### src/fb_word_pkg.sv
// Purpose: constants shared by the fieldbus status/control word block
// Assumes: 16-bit process data words
// Notes:   bit positions, word widths, status reset value and inhibit states; no register offsets exist on this interface
package fb_word_pkg;
    localparam int WORD_W = 16;
    localparam int SPEED_W = 16;
    // status word bit positions
    localparam int ST_RDY_ON = 0;
    localparam int ST_RDY_RUN = 1;
    localparam int ST_RUNNING = 2;
    localparam int ST_FAULT = 3;
    localparam int ST_NO_COAST = 4;
    localparam int ST_NO_QSTOP = 5;
    localparam int ST_INHIBIT = 6;
    localparam int ST_WARN = 7;
    localparam int ST_AT_REF = 8;
    localparam int ST_FB_CTRL = 9;
    localparam int ST_ABOVE = 10;
    localparam int ST_WD_ECHO = 15;
    // primary control word bit positions
    localparam int CW_ON = 0;
    localparam int CW_NO_COAST = 1;
    localparam int CW_NO_QSTOP = 2;
    localparam int CW_WD = 11;
    // alternative control word bit positions
    localparam int AC_START = 0;
    localparam int AC_CCW = 1;
    localparam int AC_FRESET = 2;
    localparam logic [WORD_W-1:0] STATUS_RESET = 16'h0000;
    // switch-on-inhibit tracker states
    typedef enum logic [1:0] {
        INH_CLEAR = 2'b00,
        INH_SET   = 2'b01,
        INH_ARMED = 2'b11
    } inhibit_e;
endpackage

### src/fb_inhibit_if.sv
// Purpose: carrier between the status builder and the inhibit tracker
// Assumes: single clock domain
// Notes:   commands in, inhibit level out
`timescale 1ns/1ps
interface fb_inhibit_if;
    logic onCmd;     // primary control word on bit
    logic noCoast;   // high when no coast stop commanded
    logic noQstop;   // high when no quick stop commanded
    logic faultTrip; // fault reaction isolated the output
    logic inhibit;   // switch-on inhibited
    modport tracker (input onCmd, input noCoast, input noQstop, input faultTrip, output inhibit);
    modport user (output onCmd, output noCoast, output noQstop, output faultTrip, input inhibit);
endinterface

### src/fb_status_control.sv
// Purpose: fieldbus status word builder and alternative control word decoder
// Assumes: all state inputs synchronous to clk; speed values unsigned magnitudes
// Notes:   status word refreshed every cycle, one cycle behind its inputs; inhibit bit 6 two cycles behind
//
// How it works
// - bit 0 shows ready to switch on
// - bit 1 shows ready to run
// - bit 2 running, modulating, flux, brake open when brake feedback used
// - bit 3 shows fault state
// - bit 4 low while coast stop present
// - bit 5 low while quick stop present
// - inhibit clears after stops released, off, on
// - bit 7 follows warning, unlatched
// - bit 8 speed within tolerance of reference
// - bit 9 fieldbus control active
// - bit 10 speed at or above limit
// - control bit 11 echoed to status 15
// - alt word: start/stop and direction bits
// - alt word: fault reset on rising edge
// - coast stop forces switch-on inhibit
`timescale 1ns/1ps
module fb_status_control #(
    parameter int SPEED_W = fb_word_pkg::SPEED_W
) (
    // clock and reset
    input  wire logic                            clk,
    input  wire logic                            srst,
    // primary control word from the master
    input  wire logic [fb_word_pkg::WORD_W-1:0]  controlWord,
    // alternative control word from the master
    input  wire logic [fb_word_pkg::WORD_W-1:0]  simpleMainControlWord,
    // drive internal state
    input  wire logic                            readyOn,
    input  wire logic                            readyRun,
    input  wire logic                            runState,
    input  wire logic                            modulating,
    input  wire logic                            fluxReady,
    input  wire logic                            brakeFbUsed,
    input  wire logic                            brakeOpen,
    input  wire logic                            faultState,
    input  wire logic                            faultTrip,
    input  wire logic                            warning,
    input  wire logic                            fbControlActive,
    // speed supervision
    input  wire logic [SPEED_W-1:0]              speedActual,
    input  wire logic [SPEED_W-1:0]              speedRef,
    input  wire logic [SPEED_W-1:0]              speedTolerance,
    input  wire logic [SPEED_W-1:0]              aboveSpeedLimitSetting,
    // status word to the master
    output logic      [fb_word_pkg::WORD_W-1:0]  driveStatusWord,
    // decoded alternative commands
    output logic                                 startReq,
    output logic                                 dirCcw,
    output logic                                 faultResetPulse
);
    logic [fb_word_pkg::WORD_W-1:0] statusReg;     // registered status word
    logic [fb_word_pkg::WORD_W-1:0] statusNext;
    logic                           startReg;      // registered start request
    logic                           startNext;
    logic                           ccwReg;        // registered direction
    logic                           ccwNext;
    logic                           prevResetReg;  // last fault-reset bit seen
    logic                           prevResetNext;
    logic                           pulseReg;      // one-cycle fault reset
    logic                           pulseNext;
    logic [SPEED_W-1:0]             speedErr;

    fb_inhibit_if inh ();

    // absolute difference, kept as a function for reuse
    function automatic logic [SPEED_W-1:0] absDiff(input logic [SPEED_W-1:0] a,
                                                   input logic [SPEED_W-1:0] b);
        absDiff = (a >= b) ? (a - b) : (b - a);
    endfunction

    ////////////////////////////////////////////////////////////////////
    // inhibit tracker wiring
    assign inh.onCmd     = controlWord[fb_word_pkg::CW_ON];
    assign inh.noCoast   = controlWord[fb_word_pkg::CW_NO_COAST];
    assign inh.noQstop   = controlWord[fb_word_pkg::CW_NO_QSTOP];
    assign inh.faultTrip = faultTrip;

    fb_inhibit_tracker uInhibit (
        .clk  (clk),
        .srst (srst),
        .io   (inh.tracker)
    );

    ////////////////////////////////////////////////////////////////////
    // status word next value, rebuilt fully each cycle
    always_comb begin
        speedErr = absDiff(speedActual, speedRef);
        statusNext = fb_word_pkg::STATUS_RESET;
        statusNext[fb_word_pkg::ST_RDY_ON] = readyOn;
        statusNext[fb_word_pkg::ST_RDY_RUN] = readyRun;
        // brake only gates running when its feedback is wired
        statusNext[fb_word_pkg::ST_RUNNING] = runState && modulating && fluxReady
                                              && (!brakeFbUsed || brakeOpen);
        statusNext[fb_word_pkg::ST_FAULT] = faultState;
        statusNext[fb_word_pkg::ST_NO_COAST] = controlWord[fb_word_pkg::CW_NO_COAST];
        statusNext[fb_word_pkg::ST_NO_QSTOP] = controlWord[fb_word_pkg::CW_NO_QSTOP];
        statusNext[fb_word_pkg::ST_INHIBIT] = inh.inhibit;
        statusNext[fb_word_pkg::ST_WARN] = warning;
        statusNext[fb_word_pkg::ST_AT_REF] = (speedErr <= speedTolerance);
        statusNext[fb_word_pkg::ST_FB_CTRL] = fbControlActive;
        statusNext[fb_word_pkg::ST_ABOVE] = (speedActual >= aboveSpeedLimitSetting);
        // watchdog timing is the master's job; only the echo lives here
        statusNext[fb_word_pkg::ST_WD_ECHO] = controlWord[fb_word_pkg::CW_WD];
    end

    // alternative control word decode; upper bits deliberately ignored
    always_comb begin
        startNext = simpleMainControlWord[fb_word_pkg::AC_START];
        ccwNext = simpleMainControlWord[fb_word_pkg::AC_CCW];
        prevResetNext = simpleMainControlWord[fb_word_pkg::AC_FRESET];
        // a held level must not retrigger, only a zero-to-one step
        pulseNext = simpleMainControlWord[fb_word_pkg::AC_FRESET] && !prevResetReg;
    end

    // registers; edge memory cleared, so a fault-reset bit already high at startup gives one pulse
    always_ff @(posedge clk) begin
        if (srst) begin
            statusReg <= fb_word_pkg::STATUS_RESET;
            startReg <= 1'b0;
            ccwReg <= 1'b0;
            prevResetReg <= 1'b0;
            pulseReg <= 1'b0;
        end else begin
            statusReg <= statusNext;
            startReg <= startNext;
            ccwReg <= ccwNext;
            prevResetReg <= prevResetNext;
            pulseReg <= pulseNext;
        end
    end

    assign driveStatusWord = statusReg;
    assign startReq = startReg;
    assign dirCcw = ccwReg;
    assign faultResetPulse = pulseReg;

    ////////////////////////////////////////////////////////////////////
    // checks
    // reset is released by the same edge that starts the first attempt, so the
    // sampled srst also gates antecedents whose answer would still be the reset value
    property p_readyOn;
        @(posedge clk) disable iff (srst)
        !srst |=> driveStatusWord[fb_word_pkg::ST_RDY_ON] == $past(readyOn);
    endproperty
    a_readyOn: assert property (p_readyOn) else $error("ready-on bit wrong");
    property p_readyRun;
        @(posedge clk) disable iff (srst)
        !srst |=> driveStatusWord[fb_word_pkg::ST_RDY_RUN] == $past(readyRun);
    endproperty
    a_readyRun: assert property (p_readyRun) else $error("ready-run bit wrong");
    property p_running;
        @(posedge clk) disable iff (srst)
        !fluxReady |=> !driveStatusWord[fb_word_pkg::ST_RUNNING];
    endproperty
    a_running: assert property (p_running) else $error("running without flux");
    property p_fault;
        @(posedge clk) disable iff (srst)
        !srst && faultState |=> driveStatusWord[fb_word_pkg::ST_FAULT];
    endproperty
    a_fault: assert property (p_fault) else $error("fault bit missing");
    property p_coast;
        @(posedge clk) disable iff (srst)
        !controlWord[fb_word_pkg::CW_NO_COAST] |=> !driveStatusWord[fb_word_pkg::ST_NO_COAST];
    endproperty
    a_coast: assert property (p_coast) else $error("coast bit sense wrong");
    property p_qstop;
        @(posedge clk) disable iff (srst)
        !srst && controlWord[fb_word_pkg::CW_NO_QSTOP] |=> driveStatusWord[fb_word_pkg::ST_NO_QSTOP];
    endproperty
    a_qstop: assert property (p_qstop) else $error("quick stop bit sense wrong");
    property p_warn;
        @(posedge clk) disable iff (srst)
        $fell(warning) |=> !driveStatusWord[fb_word_pkg::ST_WARN];
    endproperty
    a_warn: assert property (p_warn) else $error("warning latched");
    property p_above;
        @(posedge clk) disable iff (srst)
        (speedActual < aboveSpeedLimitSetting) |=> !driveStatusWord[fb_word_pkg::ST_ABOVE];
    endproperty
    a_above: assert property (p_above) else $error("above-limit set below limit");
    property p_echo;
        @(posedge clk) disable iff (srst)
        !srst && $rose(controlWord[fb_word_pkg::CW_WD]) |=> driveStatusWord[fb_word_pkg::ST_WD_ECHO];
    endproperty
    a_echo: assert property (p_echo) else $error("watchdog not echoed");
    property p_unused;
        @(posedge clk) disable iff (srst)
        driveStatusWord[fb_word_pkg::ST_WD_ECHO-1:fb_word_pkg::ST_ABOVE+1] == '0;
    endproperty
    a_unused: assert property (p_unused) else $error("unused status bits set");
    property p_edge;
        @(posedge clk) disable iff (srst)
        faultResetPulse |=> !faultResetPulse;
    endproperty
    a_edge: assert property (p_edge) else $error("fault reset repeated on level");
    // equal speeds are inside any tolerance, so the bit must follow
    property p_atRef;
        @(posedge clk) disable iff (srst)
        !srst && (speedActual == speedRef) |=> driveStatusWord[fb_word_pkg::ST_AT_REF];
    endproperty
    a_atRef: assert property (p_atRef) else $error("at-reference bit missing");
    property p_fbCtrl;
        @(posedge clk) disable iff (srst)
        !srst |=> driveStatusWord[fb_word_pkg::ST_FB_CTRL] == $past(fbControlActive);
    endproperty
    a_fbCtrl: assert property (p_fbCtrl) else $error("fieldbus control bit wrong");
    property p_warnOn;
        @(posedge clk) disable iff (srst)
        !srst && warning |=> driveStatusWord[fb_word_pkg::ST_WARN];
    endproperty
    a_warnOn: assert property (p_warnOn) else $error("warning not shown");
    property p_start;
        @(posedge clk) disable iff (srst)
        !srst |=> startReq == $past(simpleMainControlWord[fb_word_pkg::AC_START]);
    endproperty
    a_start: assert property (p_start) else $error("start request wrong");
    property p_dir;
        @(posedge clk) disable iff (srst)
        !srst |=> dirCcw == $past(simpleMainControlWord[fb_word_pkg::AC_CCW]);
    endproperty
    a_dir: assert property (p_dir) else $error("direction wrong");
    // main scenarios seen at least once
    c_faultReset: cover property (@(posedge clk) disable iff (srst) faultResetPulse);
    c_atRef: cover property (@(posedge clk) disable iff (srst) driveStatusWord[fb_word_pkg::ST_AT_REF]);
    c_running: cover property (@(posedge clk) disable iff (srst) driveStatusWord[fb_word_pkg::ST_RUNNING]);
endmodule

### src/fb_inhibit_tracker.sv
// Purpose: switch-on-inhibit state tracking
// Assumes: commands synchronous to clk
// Notes:   clears only after both stops released, then off, then on
`timescale 1ns/1ps
module fb_inhibit_tracker (
    // clock and reset
    input  wire logic        clk,
    input  wire logic        srst,
    // commands and result
    fb_inhibit_if.tracker    io
);
    fb_word_pkg::inhibit_e stateReg;
    fb_word_pkg::inhibit_e stateNext;
    logic                  bothFree;

    ////////////////////////////////////////////////////////////////////
    // next state: coast stop or fault always re-enters inhibit
    always_comb begin
        bothFree = io.noCoast && io.noQstop;
        stateNext = stateReg;
        unique case (stateReg)
            fb_word_pkg::INH_CLEAR: begin
                if (!io.noCoast || io.faultTrip) begin
                    stateNext = fb_word_pkg::INH_SET;
                end
            end
            fb_word_pkg::INH_SET: begin
                // off seen after both stops released arms the release
                if (bothFree && !io.onCmd) begin
                    stateNext = fb_word_pkg::INH_ARMED;
                end
            end
            fb_word_pkg::INH_ARMED: begin
                if (!bothFree || io.faultTrip) begin
                    stateNext = fb_word_pkg::INH_SET;
                end else if (io.onCmd) begin
                    stateNext = fb_word_pkg::INH_CLEAR;
                end
            end
            default: stateNext = fb_word_pkg::INH_SET;
        endcase
    end

    // registers; inhibit asserted out of reset is not wanted, so start clear
    always_ff @(posedge clk) begin
        if (srst) begin
            stateReg <= fb_word_pkg::INH_CLEAR;
        end else begin
            stateReg <= stateNext;
        end
    end

    assign io.inhibit = (stateReg != fb_word_pkg::INH_CLEAR);

    ////////////////////////////////////////////////////////////////////
    property p_inhRelease;
        @(posedge clk) disable iff (srst)
        !srst && (stateReg == fb_word_pkg::INH_SET) |=> (stateReg != fb_word_pkg::INH_CLEAR);
    endproperty
    a_inhRelease: assert property (p_inhRelease) else $error("inhibit cleared without off step");
    property p_coastInhibit;
        @(posedge clk) disable iff (srst)
        // sampled srst keeps the release edge out: state is still clear one edge later
        !srst && !io.noCoast |=> io.inhibit;
    endproperty
    a_coastInhibit: assert property (p_coastInhibit) else $error("coast stop did not inhibit");
    c_release: cover property (@(posedge clk) disable iff (srst)
        (stateReg == fb_word_pkg::INH_ARMED) ##1 (stateReg == fb_word_pkg::INH_CLEAR));
endmodule

### config.mk
export PLATFORM = sky130hd
export DESIGN_NAME = fb_status_control
export DESIGN_NICKNAME = d
export VERILOG_FILES = /design/src/fb_word_pkg.sv /design/src/fb_inhibit_if.sv /design/src/fb_status_control.sv /design/src/fb_inhibit_tracker.sv
export SDC_FILE = /design/constraint.sdc
export NUM_CORES = 1
export LEC_CHECK = 0
export BUFFER_PORTS_ARGS = -buffer_cell sky130_fd_sc_hd__buf_2
export CAP_MARGIN = 20
export CORE_AREA = 2 2 85 87
export CTS_CLUSTER_DIAMETER = 30
export CTS_CLUSTER_SIZE = 16
export DETAILED_ROUTE_END_ITERATION = 12
export DIE_AREA = 0 0 87 89
export GPL_ROUTABILITY_DRIVEN = 0
export GPL_TIMING_DRIVEN = 0
export MAX_ROUTING_LAYER = met4
export PLACE_DENSITY = 0.73
export SLEW_MARGIN = 20
export SYNTH_ARGS = -nofsm -noshare
export SYNTH_HDL_FRONTEND = slang
export SYNTH_SLANG_ARGS = --single-unit
### constraint.sdc
create_clock -name clk -period 3.8 [get_ports clk]
set_input_delay 0.57 -clock clk [delete_from_list [all_inputs] [get_ports clk]]
set_output_delay 0.57 -clock clk [all_outputs]
set_load 0.01 [all_outputs]
==> results.rst, run 1 <==
.. list-table::
   :header-rows: 1

   * - Metric
     - Value
   * - Slack of the worst reg-to-reg path
     - 3000 ps
   * - Remaining antenna violation count
     - 0
   * - Max-capacitance violation count
     - 0
   * - Setup Slack @ Placement
     - -61.6 ps
   * - Ys async rst share
     - 0
   * - Synth cell types
     - 52
   * - Outcome
     - finished, final reports clean
   * - Setup repair after global routing missed its margin
     - no
   * - Placed wire-length estimate after detailed placement
     - 6.17 mm
   * - Required time at the endpoint of the critical path
     - 3980 ps
   * - Initial antenna violation count
     - 0
   * - Worst R2R Start
     - uInhibit.stateReg[0]
   * - Top library cells by usage in the layout, fill and taps aside
     - sky130_fd_sc_hd__buf_2, sky130_fd_sc_hd__inv_1, sky130_fd_sc_hd__ha_1
   * - Period utilisation layout
     - 0.938
   * - Worst R2R End
     - uInhibit.stateReg[0]
   * - Number of nets in the finished design
     - 663
   * - Clock slew at the register clock pins of the worst setup and hold paths
     - 70 ps
   * - Min-delay src
     - prevResetReg
   * - I/O Pins
     - 128
   * - Worst Hold Depth
     - 1
   * - Sequential fraction of design power
     - 0.232
   * - Hold/Removal Path Class
     - reg2reg
   * - Power per cell area
     - 246 nW/µm²
   * - Synth Register Bits
     - 18
   * - Via density per instance
     - 5.17
   * - Final Slew Violations
     - 0
   * - Number of flops mapped to enable cells by yosys
     - 0
   * - Fill count
     - 675
   * - Clock sink count
     - 18
   * - Switch Pwr
     - 0.000344 W
   * - CTS tree
     - built
   * - Non-Filler Instances
     - 568
   * - Sw frac
     - 0.391
   * - Final hold violations
     - 0
   * - Number of buffers added by the clock tree synthesis step
     - 3
   * - Count of yosys warnings during synthesis
     - 0
   * - Synth Cell Area
     - 2920 µm²
   * - Overall routed net length
     - 7.12 mm
   * - Comb power frac
     - 0.595
   * - CP max FO
     - 10
   * - Peak supply drop
     - 0.000143 V
   * - Global-route wire length before repair
     - 11.8 mm
   * - Ant diodes
     - 0
   * - Dominant synthesized flop cell
     - sky130_fd_sc_hd__dfxtp_1
   * - Post-CTS Resized
     - 0
   * - Final setup vio count
     - 0
   * - Effective utilization at floorplan
     - 0.434
   * - Iteration-0 DRC count of the detailed router
     - 178
   * - Total overflow reported by the global router
     - 0
   * - Logic depth of the worst register-to-register path
     - 3
   * - CTS Root Buffer Type
     - sky130_fd_sc_hd__clkbuf_8
   * - Mean area per synthesized cell
     - 7.64 µm²
   * - Top delay family on crit path
     - compound AO/OA/AOI/OAI gates
   * - Total global-route track usage
     - 0.187
   * - Final Critical Period
     - 3560 ps
   * - Worst Clk Skew
     - 0.814 ps
   * - Power share of the clock group
     - 0.173
   * - Clk_lat worst skew
     - 250 ps
   * - PnR worst setup slack
     - 237 ps
   * - Number of instances in the placed design
     - 563
   * - Pleak
     - 2.07 nW
   * - Number of search-and-repair iterations in the first detailed-routing pass
     - 5
   * - Die width
     - 87 µm
   * - List of cells traversed by the critical path
     - buf_2, inv_1, ha_1, buf_2, nand4_1, a31oi_1, o21ai_1, a21oi_2, buf_4, mux2_2, ha_1, nor2b_1, o21ai_0, nand2b_1, a21oi_1, o21ai_0, a21o_1, a21oi_1
   * - Buffers from clock root to sink, at most
     - 2
   * - Setup repair bufs after CTS
     - 0
   * - Residual DRC count
     - 0
   * - Share of the yosys chip area belonging to registers
     - 0.123
   * - CTS HTree Levels
     - 1
   * - Terminating pin of the worst hold path
     - faultResetPulse
   * - Critical path buffers and inverters
     - 4
   * - Max Freq
     - 281 MHz
   * - Post-Synthesis Cells
     - 382
   * - Crit path kind
     - in2reg
   * - Arrival time of the worst setup path
     - 3740 ps
   * - I/O Buffers
     - 98
   * - Layout overhead on the synthesized area
     - 22.8%
   * - Capturing element type of the critical path
     - register
   * - Slowest Stage Delay on Critical Path
     - 360 ps
   * - Placeable core region
     - 6720 µm²
   * - Detailed-route via count
     - 2935
   * - Largest net degree at the start of global routing
     - 11
   * - Area of the die
     - 7740 µm²
   * - Vias in the first global route
     - 2776
   * - Die Ht
     - 89 µm
   * - Internal cell power
     - 0.000536 W
   * - Fraction of final layout cells sized beyond drive strength 1
     - 0.268
   * - Most frequent standard cell in the layout excluding fill and tap cells
     - sky130_fd_sc_hd__buf_2
   * - Average detailed-routed wire length per instance
     - 12.5 µm
   * - Launching element type of the critical path
     - input port
   * - Post-CTS Hold Fix Bufs
     - 0
   * - Number of placement rows
     - 30
   * - Critical-path top delay cell
     - sky130_fd_sc_hd__mux2_2
==> Yosys cell counts, types with 6 or more instances <==
library cell / number / share of area
sky130_fd_sc_hd__o21ai_0: 11 / 0.019
sky130_fd_sc_hd__xor2_1: 8 / 0.024
sky130_fd_sc_hd__nor2b_1: 19 / 0.041
sky130_fd_sc_hd__inv_1: 67 / 0.086
sky130_fd_sc_hd__xnor2_1: 6 / 0.018
sky130_fd_sc_hd__dfxtp_1: 18 / 0.12
sky130_fd_sc_hd__buf_4: 8 / 0.021
sky130_fd_sc_hd__nand4_1: 12 / 0.026
sky130_fd_sc_hd__a21o_1: 25 / 0.064
sky130_fd_sc_hd__buf_2: 7 / 0.012
sky130_fd_sc_hd__ha_1: 63 / 0.27
sky130_fd_sc_hd__nor2_1: 13 / 0.017
sky130_fd_sc_hd__nand2_1: 18 / 0.023
sky130_fd_sc_hd__o21ai_1: 7 / 0.012
sky130_fd_sc_hd__a21oi_1: 39 / 0.067
==> cell families (layout without fill, tap and decap cells) <==
kind of cell	after synthesis	in the layout	share of synthesized area
flops	18	18	0.123
compound gates	112	112	0.256
fa+ha+maj	65	65	0.284
buf+inv	84	187	0.124
xor+xnor	14	14	0.0420
other cells	1	4	0.00128
simple gates	83	83	0.152
mux	5	5	0.0176
==> stage by stage <==
stage          TNS, ps  total power [W]   util  cell area, µm²  hold WS (ps)
6_report             0         0.000880  0.533            3580           391
5_1_grt              0         0.000964  0.533            3580           398
4_1_cts              0         0.000881  0.532            3580           392
3_5_place_dp     -61.6         0.000727  0.524            3520           382
3_3_place_gp     -14.2         0.000709  0.524            3520           374
2_1_floorplan        0         0.000581      -            2930           367
==> per-layer routing <==
metal | up-vias | global-route usage | share of wire
li1 | 1509 | - | -
met1 | 1314 | 0.243 | 0.46
met2 | 106 | 0.317 | 0.47
met3 | 6 | 0.0231 | 0.056
met4 | 0 | 0.0327 | 0.011
met5 | - | - | 0
==> worst register-to-register path, cell delays in order (launching register included) <==
cell and delay (ps):
sky130_fd_sc_hd__dfxtp_1 380, sky130_fd_sc_hd__nand4_1 100, sky130_fd_sc_hd__o21ai_0 90, sky130_fd_sc_hd__a31oi_1 100
==> power groups by stage <==
stage | combinational, W | clock (W) | sequential [W]
after global routing | 0.000594 | 0.000165 | 0.000205
final | 0.000524 | 0.000152 | 0.000204
after detailed placement | 0.000518 | 0 | 0.000208
after CTS | 0.000521 | 0.000156 | 0.000204
after global placement | 0.000501 | 0 | 0.000208
after floorplan | 0.000366 | 0 | 0.000214
==> worst max path at each step <==
stage,from,slack [ps],end,cells after the start
final,speedActual[5],240,driveStatusWord[8],18
after global routing,speedActual[7],20,driveStatusWord[8],18
after CTS,speedActual[5],190,driveStatusWord[8],18
after detailed placement,speedActual[5],-60,driveStatusWord[8],18
after global placement,speedActual[6],-10,driveStatusWord[8],18
after floorplan,speedActual[5],560,driveStatusWord[8],17
==> sequential cells by signal (all words and copies together), names as in the netlist <==
signal             count
prevResetReg           1
driveStatusWord       12
dirCcw                 1
uInhibit.stateReg      2
startReq               1
faultResetPulse        1
==> layout make-up <==
| class | instances | area [µm²] | area share |
|---|---|---|---|
| multi-input combinational | 283 | 2210 | 0.616 |
| timing repair buffer | 99 | 498 | 0.139 |
| clock buffer | 4 | 55.1 | 0.0154 |
| inverter | 67 | 251 | 0.0702 |
| sequential | 18 | 360 | 0.101 |
| tap | 80 | 100 | 0.0279 |
| buffer | 17 | 110 | 0.0307 |
No activity file was read; power rests on OpenSTA's default activity.
==> inputs of run 2 (changes only) <==
PLACE_DENSITY = 0.76   (was 0.73)
clock period = 3.2 ns   (was 3.8 ns; I/O delays follow)
==> run 2 against run 1 <==
The flow now finishes with violations (negative setup slack). Count of clock-buffer cells in the layout did not move. Utilization rose by 11 points. Clock skew fell by 0.59 ps. Critical endpoint unchanged.
==> results.rst, run 2 (same netlist as run 1, synthesis figures left out) <==
.. list-table::
   :header-rows: 1

   * - Metric
     - Value
   * - Outcome
     - complete, but fails checks
   * - Violations in the final reports
     - negative setup slack
   * - Hold/Removal Path Class
     - reg2reg
   * - Critical-path top delay cell
     - sky130_fd_sc_hd__fa_2
   * - Power per cell area
     - 301 nW/µm² (+22%)
   * - Required time at the endpoint of the critical path
     - 3390 ps (-590 ps)
   * - Clock slew at the register clock pins of the worst setup and hold paths
     - 60 ps (about the same)
   * - Power share of the clock group
     - 0.142 (-0.031)
   * - CP max FO
     - 3 (-7)
   * - Ant diodes
     - 0 (unchanged)
   * - Final design utilization
     - 0.641 (+0.108)
   * - Fraction of final layout cells sized beyond drive strength 1
     - 0.429 (+0.160)
   * - Die Ht
     - 89 µm (unchanged)
   * - Final Critical Period
     - 3300 ps
   * - Placed wire-length estimate after detailed placement
     - 6.17 mm (about the same)
   * - Logic depth of the worst register-to-register path
     - 3 (unchanged)
   * - Most frequent standard cell in the layout excluding fill and tap cells
     - sky130_fd_sc_hd__buf_2
   * - Worst slack on hold paths
     - 385 ps (-5.91 ps)
   * - Worst R2R Start
     - uInhibit.stateReg[1]
   * - Max-capacitance violation count
     - 0 (unchanged)
   * - Setup Slack @ Placement
     - -546 ps (-485 ps)
   * - Comb power frac
     - 0.671 (+0.076)
   * - Global-route wire length before repair
     - 13.7 mm (+17%)
   * - Worst Clk Skew
     - 0.227 ps (-0.588 ps)
   * - Remaining antenna violation count
     - 0 (unchanged)
   * - Pleak
     - 2.30 nW (+11%)
   * - Crit path kind
     - in2reg
   * - Max reg flops
     - 12 (unchanged)
   * - Layout overhead on the synthesized area
     - 47.5%
   * - CTS Root Buffer Type
     - sky130_fd_sc_hd__clkbuf_8
   * - Max Freq
     - 303 MHz
   * - Switch Pwr
     - 0.000529 W (+54%)
   * - Initial antenna violation count
     - 0 (unchanged)
   * - Sequential fraction of design power
     - 0.187 (-0.045)
   * - Total global-route track usage
     - 0.223 (+0.0353)
   * - Iteration-0 DRC count of the detailed router
     - 188 (+5.6%)
   * - CTS tree
     - built
   * - I/O Pins
     - 128 (unchanged)
   * - Setup repair after global routing missed its margin
     - yes
   * - Worst R2R End
     - uInhibit.stateReg[0]
   * - Average detailed-routed wire length per instance
     - 16.3 µm (+30%)
   * - Terminating pin of the worst hold path
     - faultResetPulse
   * - Post-route design area
     - 4310 µm² (+20%)
   * - Arrival time of the worst setup path
     - 3490 ps (-250 ps)
   * - Period utilisation layout
     - 1.03
   * - Clk_lat worst skew
     - 260 ps (about the same)
   * - Placeable core region
     - 6720 µm² (unchanged)
   * - Peak supply drop
     - 0.000148 V (+3.0%)
   * - Launching element type of the critical path
     - input port
   * - Min-delay src
     - prevResetReg
   * - Die width
     - 87 µm (unchanged)
   * - Slack of the worst reg-to-reg path
     - 2420 ps (-580 ps)
   * - Total overflow reported by the global router
     - 0 (unchanged)
   * - Detailed-route via count
     - 3292 (+12%)
   * - Sequential cell area
     - 360 µm² (unchanged)
   * - Worst Hold Depth
     - 1 (unchanged)
   * - Area of the die
     - 7740 µm² (unchanged)
   * - Placed standard-cell area
     - 3520 µm² (unchanged)
   * - Residual DRC count
     - 0 (unchanged)
   * - CTS HTree Levels
     - 1 (unchanged)
   * - Via density per instance
     - 5.49 (+6.2%)
   * - Top library cells by usage in the layout, fill and taps aside
     - sky130_fd_sc_hd__buf_2, sky130_fd_sc_hd__inv_1, sky130_fd_sc_hd__ha_1
   * - Largest net degree at the start of global routing
     - 11 (unchanged)
   * - Total area of multi-input combinational cells
     - 2580 µm² (+17%)
   * - Number of buffers added by the clock tree synthesis step
     - 3 (unchanged)
   * - Number of placement rows
     - 30 (unchanged)
   * - Sw frac
     - 0.409 (+0.0180)
   * - Slowest Stage Delay on Critical Path
     - 350 ps (about the same)
   * - Final setup vio count
     - 1 (+1)
   * - Clock sink count
     - 18 (unchanged)
   * - Vias in the first global route
     - 3200 (+15%)
   * - Final hold violations
     - 0 (unchanged)
   * - Capturing element type of the critical path
     - register
   * - List of cells traversed by the critical path
     - buf_4, inv_4, ha_4, inv_2, fa_2, buf_4, a21o_1, a21oi_2, o21bai_2, a21oi_1, o21ai_0, a22oi_1, xnor2_1, ha_1, a21o_1, a21oi_2, o21ai_1, a21o_1, a21oi_2
   * - Fill count
     - 507 (-25%)
   * - PnR worst setup slack
     - -96.7 ps (-334 ps)
   * - Number of search-and-repair iterations in the first detailed-routing pass
     - 5 (unchanged)
   * - Number of nets in the finished design
     - 695 (+4.8%)
   * - Final Slew Violations
     - 0 (unchanged)
   * - Effective utilization at floorplan
     - 0.434 (unchanged)
   * - Internal cell power
     - 0.000766 W (+43%)
   * - Overall routed net length
     - 9.77 mm (+37%)
   * - I/O Buffers
     - 98 (unchanged)
   * - Buffers from clock root to sink, at most
     - 2 (unchanged)
[run 2: how the worst max path moves through the flow]
stage	start	cells after the start	endpoint	slack (ps)
detailed placement	speedActual[6]	18	driveStatusWord[8]	-550
finish	speedActual[0]	19	driveStatusWord[8]	-100
global placement	speedActual[6]	18	driveStatusWord[8]	-530
floorplan	speedActual[5]	17	driveStatusWord[8]	50
CTS	speedRef[5]	17	driveStatusWord[8]	0.4
global route	speedActual[0]	19	driveStatusWord[8]	-210
[run 2: stage by stage]
step | std cells | total power (W) | TNS, ps
after floorplan | 385 | 0.000689 | 0
after global placement | 563 | 0.000838 | -530
after detailed placement | 563 | 0.000864 | -546
after CTS | 594 | 0.00118 | 0
after global routing | 600 | 0.00138 | -214
final | 600 | 0.00129 | -96.7
[run 2: what timing repair did]
item / CTS / global route
gates cloned: 0 / 0
gates resized for setup: 62 / 52
pin swaps: 39 / 37
endpoints found under the setup margin: 1 / 1
buffers inserted: 27 / 8
hold buffers: 0 / 0
[run 2: final cells by class]
type                       count  share of cell area
clock buffer                   4              0.0128
timing repair buffer         133               0.190
inverter                      67              0.0601
multi-input combinational    283               0.599
tap                           80              0.0232
buffer                        15              0.0314
sequential                    18              0.0837
[run 2: critical path, delay by kind of cell]
kind	cells	cell delay, ps
AO/OA/AOI/OAI	11	1640
adder cells (fa/ha/maj)	3	780
XOR/XNOR	1	210
buffers and inverters	4	380
[run 2: per-layer routing]
| layer | part of all wire | GRT usage |
|---|---|---|
| met1 | 0.38 | 0.255 |
| met2 | 0.51 | 0.412 |
| met3 | 0.065 | 0.0185 |
| met4 | 0.047 | 0.0682 |
| met5 | 0 | - |
[run 2: power by group through the flow]
stage / registers [W] / clock network, W / logic [W]
3_5_place_dp: 0.000247 / 0 / 0.000617
4_1_cts: 0.000242 / 0.000187 / 0.000747
2_1_floorplan: 0.000255 / 0 / 0.000435
5_1_grt: 0.000244 / 0.000199 / 0.000940
3_3_place_gp: 0.000247 / 0 / 0.000592
6_report: 0.000242 / 0.000184 / 0.000869
==> inputs of run 3 (changes only) <==
CORE_AREA = 2 2 86 88   (was 2 2 85 87)
CTS_CLUSTER_DIAMETER = 150   (was 30)
DIE_AREA = 0 0 88 90   (was 0 0 87 89)
PLACE_DENSITY = 0.75   (was 0.76)
SLEW_MARGIN = default   (was 20)
SYNTH_HIERARCHICAL = 1   (was default)
==> run 3 against run 2 <==
Final cell count up 3.3%. Power fell by 3.3%. First-iteration DRC count is 10% higher. Synthesized cell count rose by 0.26%. Critical path type unchanged. Clock skew about the same. Highest routed layer unchanged. The flow still finishes with violations (negative setup slack). Combinational power shrank 6.0%. Fmax increased by 1.8%.
==> results.rst, run 3 <==
.. list-table::
   :header-rows: 1

   * - Metric
     - Value
   * - Synth top cells by count
     - sky130_fd_sc_hd__inv_1, sky130_fd_sc_hd__ha_1, sky130_fd_sc_hd__a21oi_1
   * - Initial antenna violation count
     - 0 (unchanged)
   * - Worst R2R Start
     - uInhibit/stateReg[1]
   * - Die width
     - 88 µm (+1.1%)
   * - Detailed-route via count
     - 3207 (-2.6%)
   * - Top library cells by usage in the layout, fill and taps aside
     - sky130_fd_sc_hd__buf_2, sky130_fd_sc_hd__inv_1, sky130_fd_sc_hd__ha_1
   * - Final setup vio count
     - 1 (unchanged)
   * - Outcome
     - complete, but fails checks
   * - Launching element type of the critical path
     - input port
   * - I/O Buffers
     - 98 (unchanged)
   * - Placed standard-cell area
     - 3590 µm² (+1.9%)
   * - Via density per instance
     - 5.17 (-5.7%)
   * - Post-CTS Hold Fix Bufs
     - 0 (unchanged)
   * - Number of placement rows
     - 31 (+3.3%)
   * - Hold/Removal Path Class
     - in2reg
   * - Ys async rst share
     - 0 (unchanged)
   * - Placed wire-length estimate after detailed placement
     - 6.11 mm (-1.0%)
   * - Overall routed net length
     - 8.71 mm (-11%)
   * - Non-Filler Instances
     - 620 (+3.3%)
   * - Sw frac
     - 0.397 (-0.0113)
   * - Effective utilization at floorplan
     - 0.421 (-0.0130)
   * - Area share of the leading cell type in the synthesized netlist
     - 0.266 (-0.00365)
   * - Total global-route track usage
     - 0.211 (-0.0119)
   * - Required time at the endpoint of the critical path
     - 3390 ps (about the same)
   * - CTS tree
     - built
   * - Number of instances in the placed design
     - 583 (+3.6%)
   * - Worst slack on hold paths
     - 388 ps (+3.28 ps)
   * - Clock slew at the register clock pins of the worst setup and hold paths
     - 70 ps (about the same)
   * - Ant diodes
     - 0 (unchanged)
   * - Buffers from clock root to sink, at most
     - 2 (unchanged)
   * - Crit path kind
     - in2reg
   * - Final Slew Violations
     - 0 (unchanged)
   * - Comb power frac
     - 0.653 (-0.018)
   * - CP dominant cell by count
     - sky130_fd_sc_hd__a21o_1
   * - Violations in the final reports
     - negative setup slack
   * - Number of buffers added by the clock tree synthesis step
     - 3 (unchanged)
   * - Area of the die
     - 7920 µm² (+2.3%)
   * - Worst R2R End
     - uInhibit/stateReg[0]
   * - Average detailed-routed wire length per instance
     - 14.0 µm (-14%)
   * - Mean area per synthesized cell
     - 7.73 µm² (+1.1%)
   * - Sequential fraction of design power
     - 0.193 (+0.006)
   * - Min-delay src
     - brakeFbUsed
   * - PnR worst setup slack
     - -38.4 ps (+58.3 ps)
   * - Arrival time of the worst setup path
     - 3430 ps (-60 ps)
   * - Synth Cell Area
     - 2960 µm² (+1.4%)
   * - Internal cell power
     - 0.000754 W (-1.5%)
   * - Vias in the first global route
     - 3127 (-2.3%)
   * - CTS HTree Levels
     - 1 (unchanged)
   * - Peak supply drop
     - 0.000136 V (-8.0%)
   * - Max Freq
     - 309 MHz (+1.8%)
   * - Remaining antenna violation count
     - 0 (unchanged)
   * - Slack of the worst reg-to-reg path
     - 2310 ps (-110 ps)
   * - Max reg flops
     - 12 (unchanged)
   * - Post-Synthesis Cells
     - 383 (+0.26%)
   * - Logic depth of the worst register-to-register path
     - 2 (-1)
   * - Share of the yosys chip area belonging to registers
     - 0.122 (-0.00167)
   * - List of cells traversed by the critical path
     - buf_2, inv_1, ha_1, clkbuf_4, and3_4, o21a_1, nor2_2, a21oi_4, buf_6, mux2i_2, xnor2_1, ha_1, a21o_1, a21o_1, a21oi_1, o21ai_1, a21o_1, a21oi_1
   * - I/O Pins
     - 128 (unchanged)
   * - Period utilisation layout
     - 1.01 (-0.0182)
   * - Overall power consumption
     - 0.00125 W (-3.3%)
   * - CTS Root Buffer Type
     - sky130_fd_sc_hd__clkbuf_8
   * - Most frequent standard cell in the layout excluding fill and tap cells
     - sky130_fd_sc_hd__buf_2
   * - Die Ht
     - 90 µm (+1.1%)
   * - Clk_lat worst skew
     - 260 ps (about the same)
   * - Power per cell area
     - 293 nW/µm² (-2.6%)
   * - Clock sink count
     - 18 (unchanged)
   * - Iteration-0 DRC count of the detailed router
     - 207 (+10%)
   * - Slowest Stage Delay on Critical Path
     - 290 ps (-60 ps)
   * - Top area cells in the synthesized netlist
     - sky130_fd_sc_hd__ha_1, sky130_fd_sc_hd__dfxtp_1, sky130_fd_sc_hd__inv_1
   * - Number of search-and-repair iterations in the first detailed-routing pass
     - 4 (-1)
   * - Terminating pin of the worst hold path
     - driveStatusWord[2]
   * - Synth cell types
     - 50 (-3.8%)
   * - Total overflow reported by the global router
     - 0 (unchanged)
   * - Layout overhead on the synthesized area
     - 44.5%
   * - Critical-path top delay cell
     - sky130_fd_sc_hd__ha_1
   * - Worst Clk Skew
     - 0.331 ps (+0.105 ps)
   * - CP max FO
     - 9 (+6)
   * - Final hold violations
     - 0 (unchanged)
   * - Residual DRC count
     - 0 (unchanged)
   * - Fraction of final layout cells sized beyond drive strength 1
     - 0.415 (-0.0143)
   * - Number of nets in the finished design
     - 696 (+0.14%)
   * - Worst Hold Depth
     - 2 (+1)
   * - Largest net degree at the start of global routing
     - 11 (unchanged)
   * - Most common cell in the synthesized netlist
     - sky130_fd_sc_hd__inv_1
   * - Switch Pwr
     - 0.000497 W (-6.0%)
   * - Power share of the clock group
     - 0.154 (+0.012)
   * - Capturing element type of the critical path
     - register
   * - Number of flops mapped to enable cells by yosys
     - 0 (unchanged)
   * - Dominant synthesized flop cell
     - sky130_fd_sc_hd__dfxtp_1
   * - Max-capacitance violation count
     - 0 (unchanged)
   * - Count of yosys warnings during synthesis
     - 6 (+6)
   * - Synth Register Bits
     - 18 (unchanged)
   * - Yosys top cell by area
     - sky130_fd_sc_hd__ha_1
   * - Setup repair after global routing missed its margin
     - yes
   * - Global-route wire length before repair
     - 13.5 mm (-1.7%)
   * - Final Critical Period
     - 3240 ps (-58.3 ps)
   * - Post-route design area
     - 4280 µm² (-0.73%)
   * - Placeable core region
     - 7020 µm² (+4.5%)
   * - Pleak
     - 2.28 nW (-0.76%)
run 3: changes by cell type after synthesis, sizes merged, moves of 2 or more:
cell and change:
nand2 +2, a211oi +3, nand2b +2, a311oi +3, a21o -4, nand3 +2, a21oi +3, o21bai -4
and2 -3, nor3 -2, o21a -3
run 3: layer usage:
| layer | global-route usage | routed length, µm |
|---|---|---|
| met1 | 0.259 | 3650 |
| met2 | 0.367 | 4390 |
| met3 | 0.0239 | 519 |
| met4 | 0.0436 | 149 |
| met5 | - | 0 |
run 3: logic make-up after synthesis:
kind of cell,after synthesis,share of synthesized area
AOI/OAI and AO/OA,107,0.241
DFF,18,0.122
xor gates and xnor gates,14,0.0414
other,1,0.00127
buffers and inverters,85,0.129
and+or+nand+nor,87,0.166
muxes,6,0.0207
adders and majority gates,65,0.280
run 3: critical path, delay by kind of cell:
family / cells / cell delay, ps
compound gates: 8 / 1150
mux: 1 / 230
xor+xnor: 1 / 180
fa+ha+maj: 2 / 570
buf+inv: 4 / 530
simple gates: 2 / 270
run 3: power groups by stage:
stage	Clock [W]	Combinational, W	Sequential [W]
3_3_place_gp	0	0.000603	0.000247
6_report	0.000193	0.000817	0.000242
4_1_cts	0.000195	0.000750	0.000242
5_1_grt	0.000205	0.000891	0.000243
2_1_floorplan	0	0.000444	0.000255
3_5_place_dp	0	0.000626	0.000247
run 3: how the worst max path moves through the flow:
stage | cells past startpoint | endpoint | startpoint | slack, ps
floorplan | 18 | driveStatusWord[8] | speedActual[0] | 20
global placement | 18 | driveStatusWord[8] | speedActual[6] | -490
detailed placement | 18 | driveStatusWord[8] | speedActual[10] | -480
CTS | 18 | driveStatusWord[8] | speedActual[4] | 0.005
global route | 18 | driveStatusWord[8] | speedActual[5] | -160
finish | 18 | driveStatusWord[8] | speedActual[12] | -40
run 3: layout make-up:
cell class / count / area [µm²]
Inverter: 67 / 262
Buffer: 14 / 135
Fill cell: 581 / 2750
Timing Repair Buffer: 135 / 838
Tap cell: 99 / 124
Sequential cell: 18 / 360
Multi-Input combinational cell: 283 / 2500
Clock buffer: 4 / 55.1
run 3: stage by stage:
| stage | worst slack (ps) | utilization | setup TNS, ps |
|---|---|---|---|
| after floorplan | 19.5 | - | 0 |
| after global placement | -490 | 0.511 | -490 |
| after detailed placement | -480 | 0.511 | -480 |
| after CTS | 0.00466 | 0.588 | 0 |
| after global routing | -156 | 0.609 | -156 |
| final | -38.4 | 0.609 | -38.4 |
run 3: timing repair:
item                                    in CTS  in global routing
setup buffers                               32                  5
pin swaps                                   38                 30
resized for setup                           58                 35
endpoints found under the setup margin       1                  1
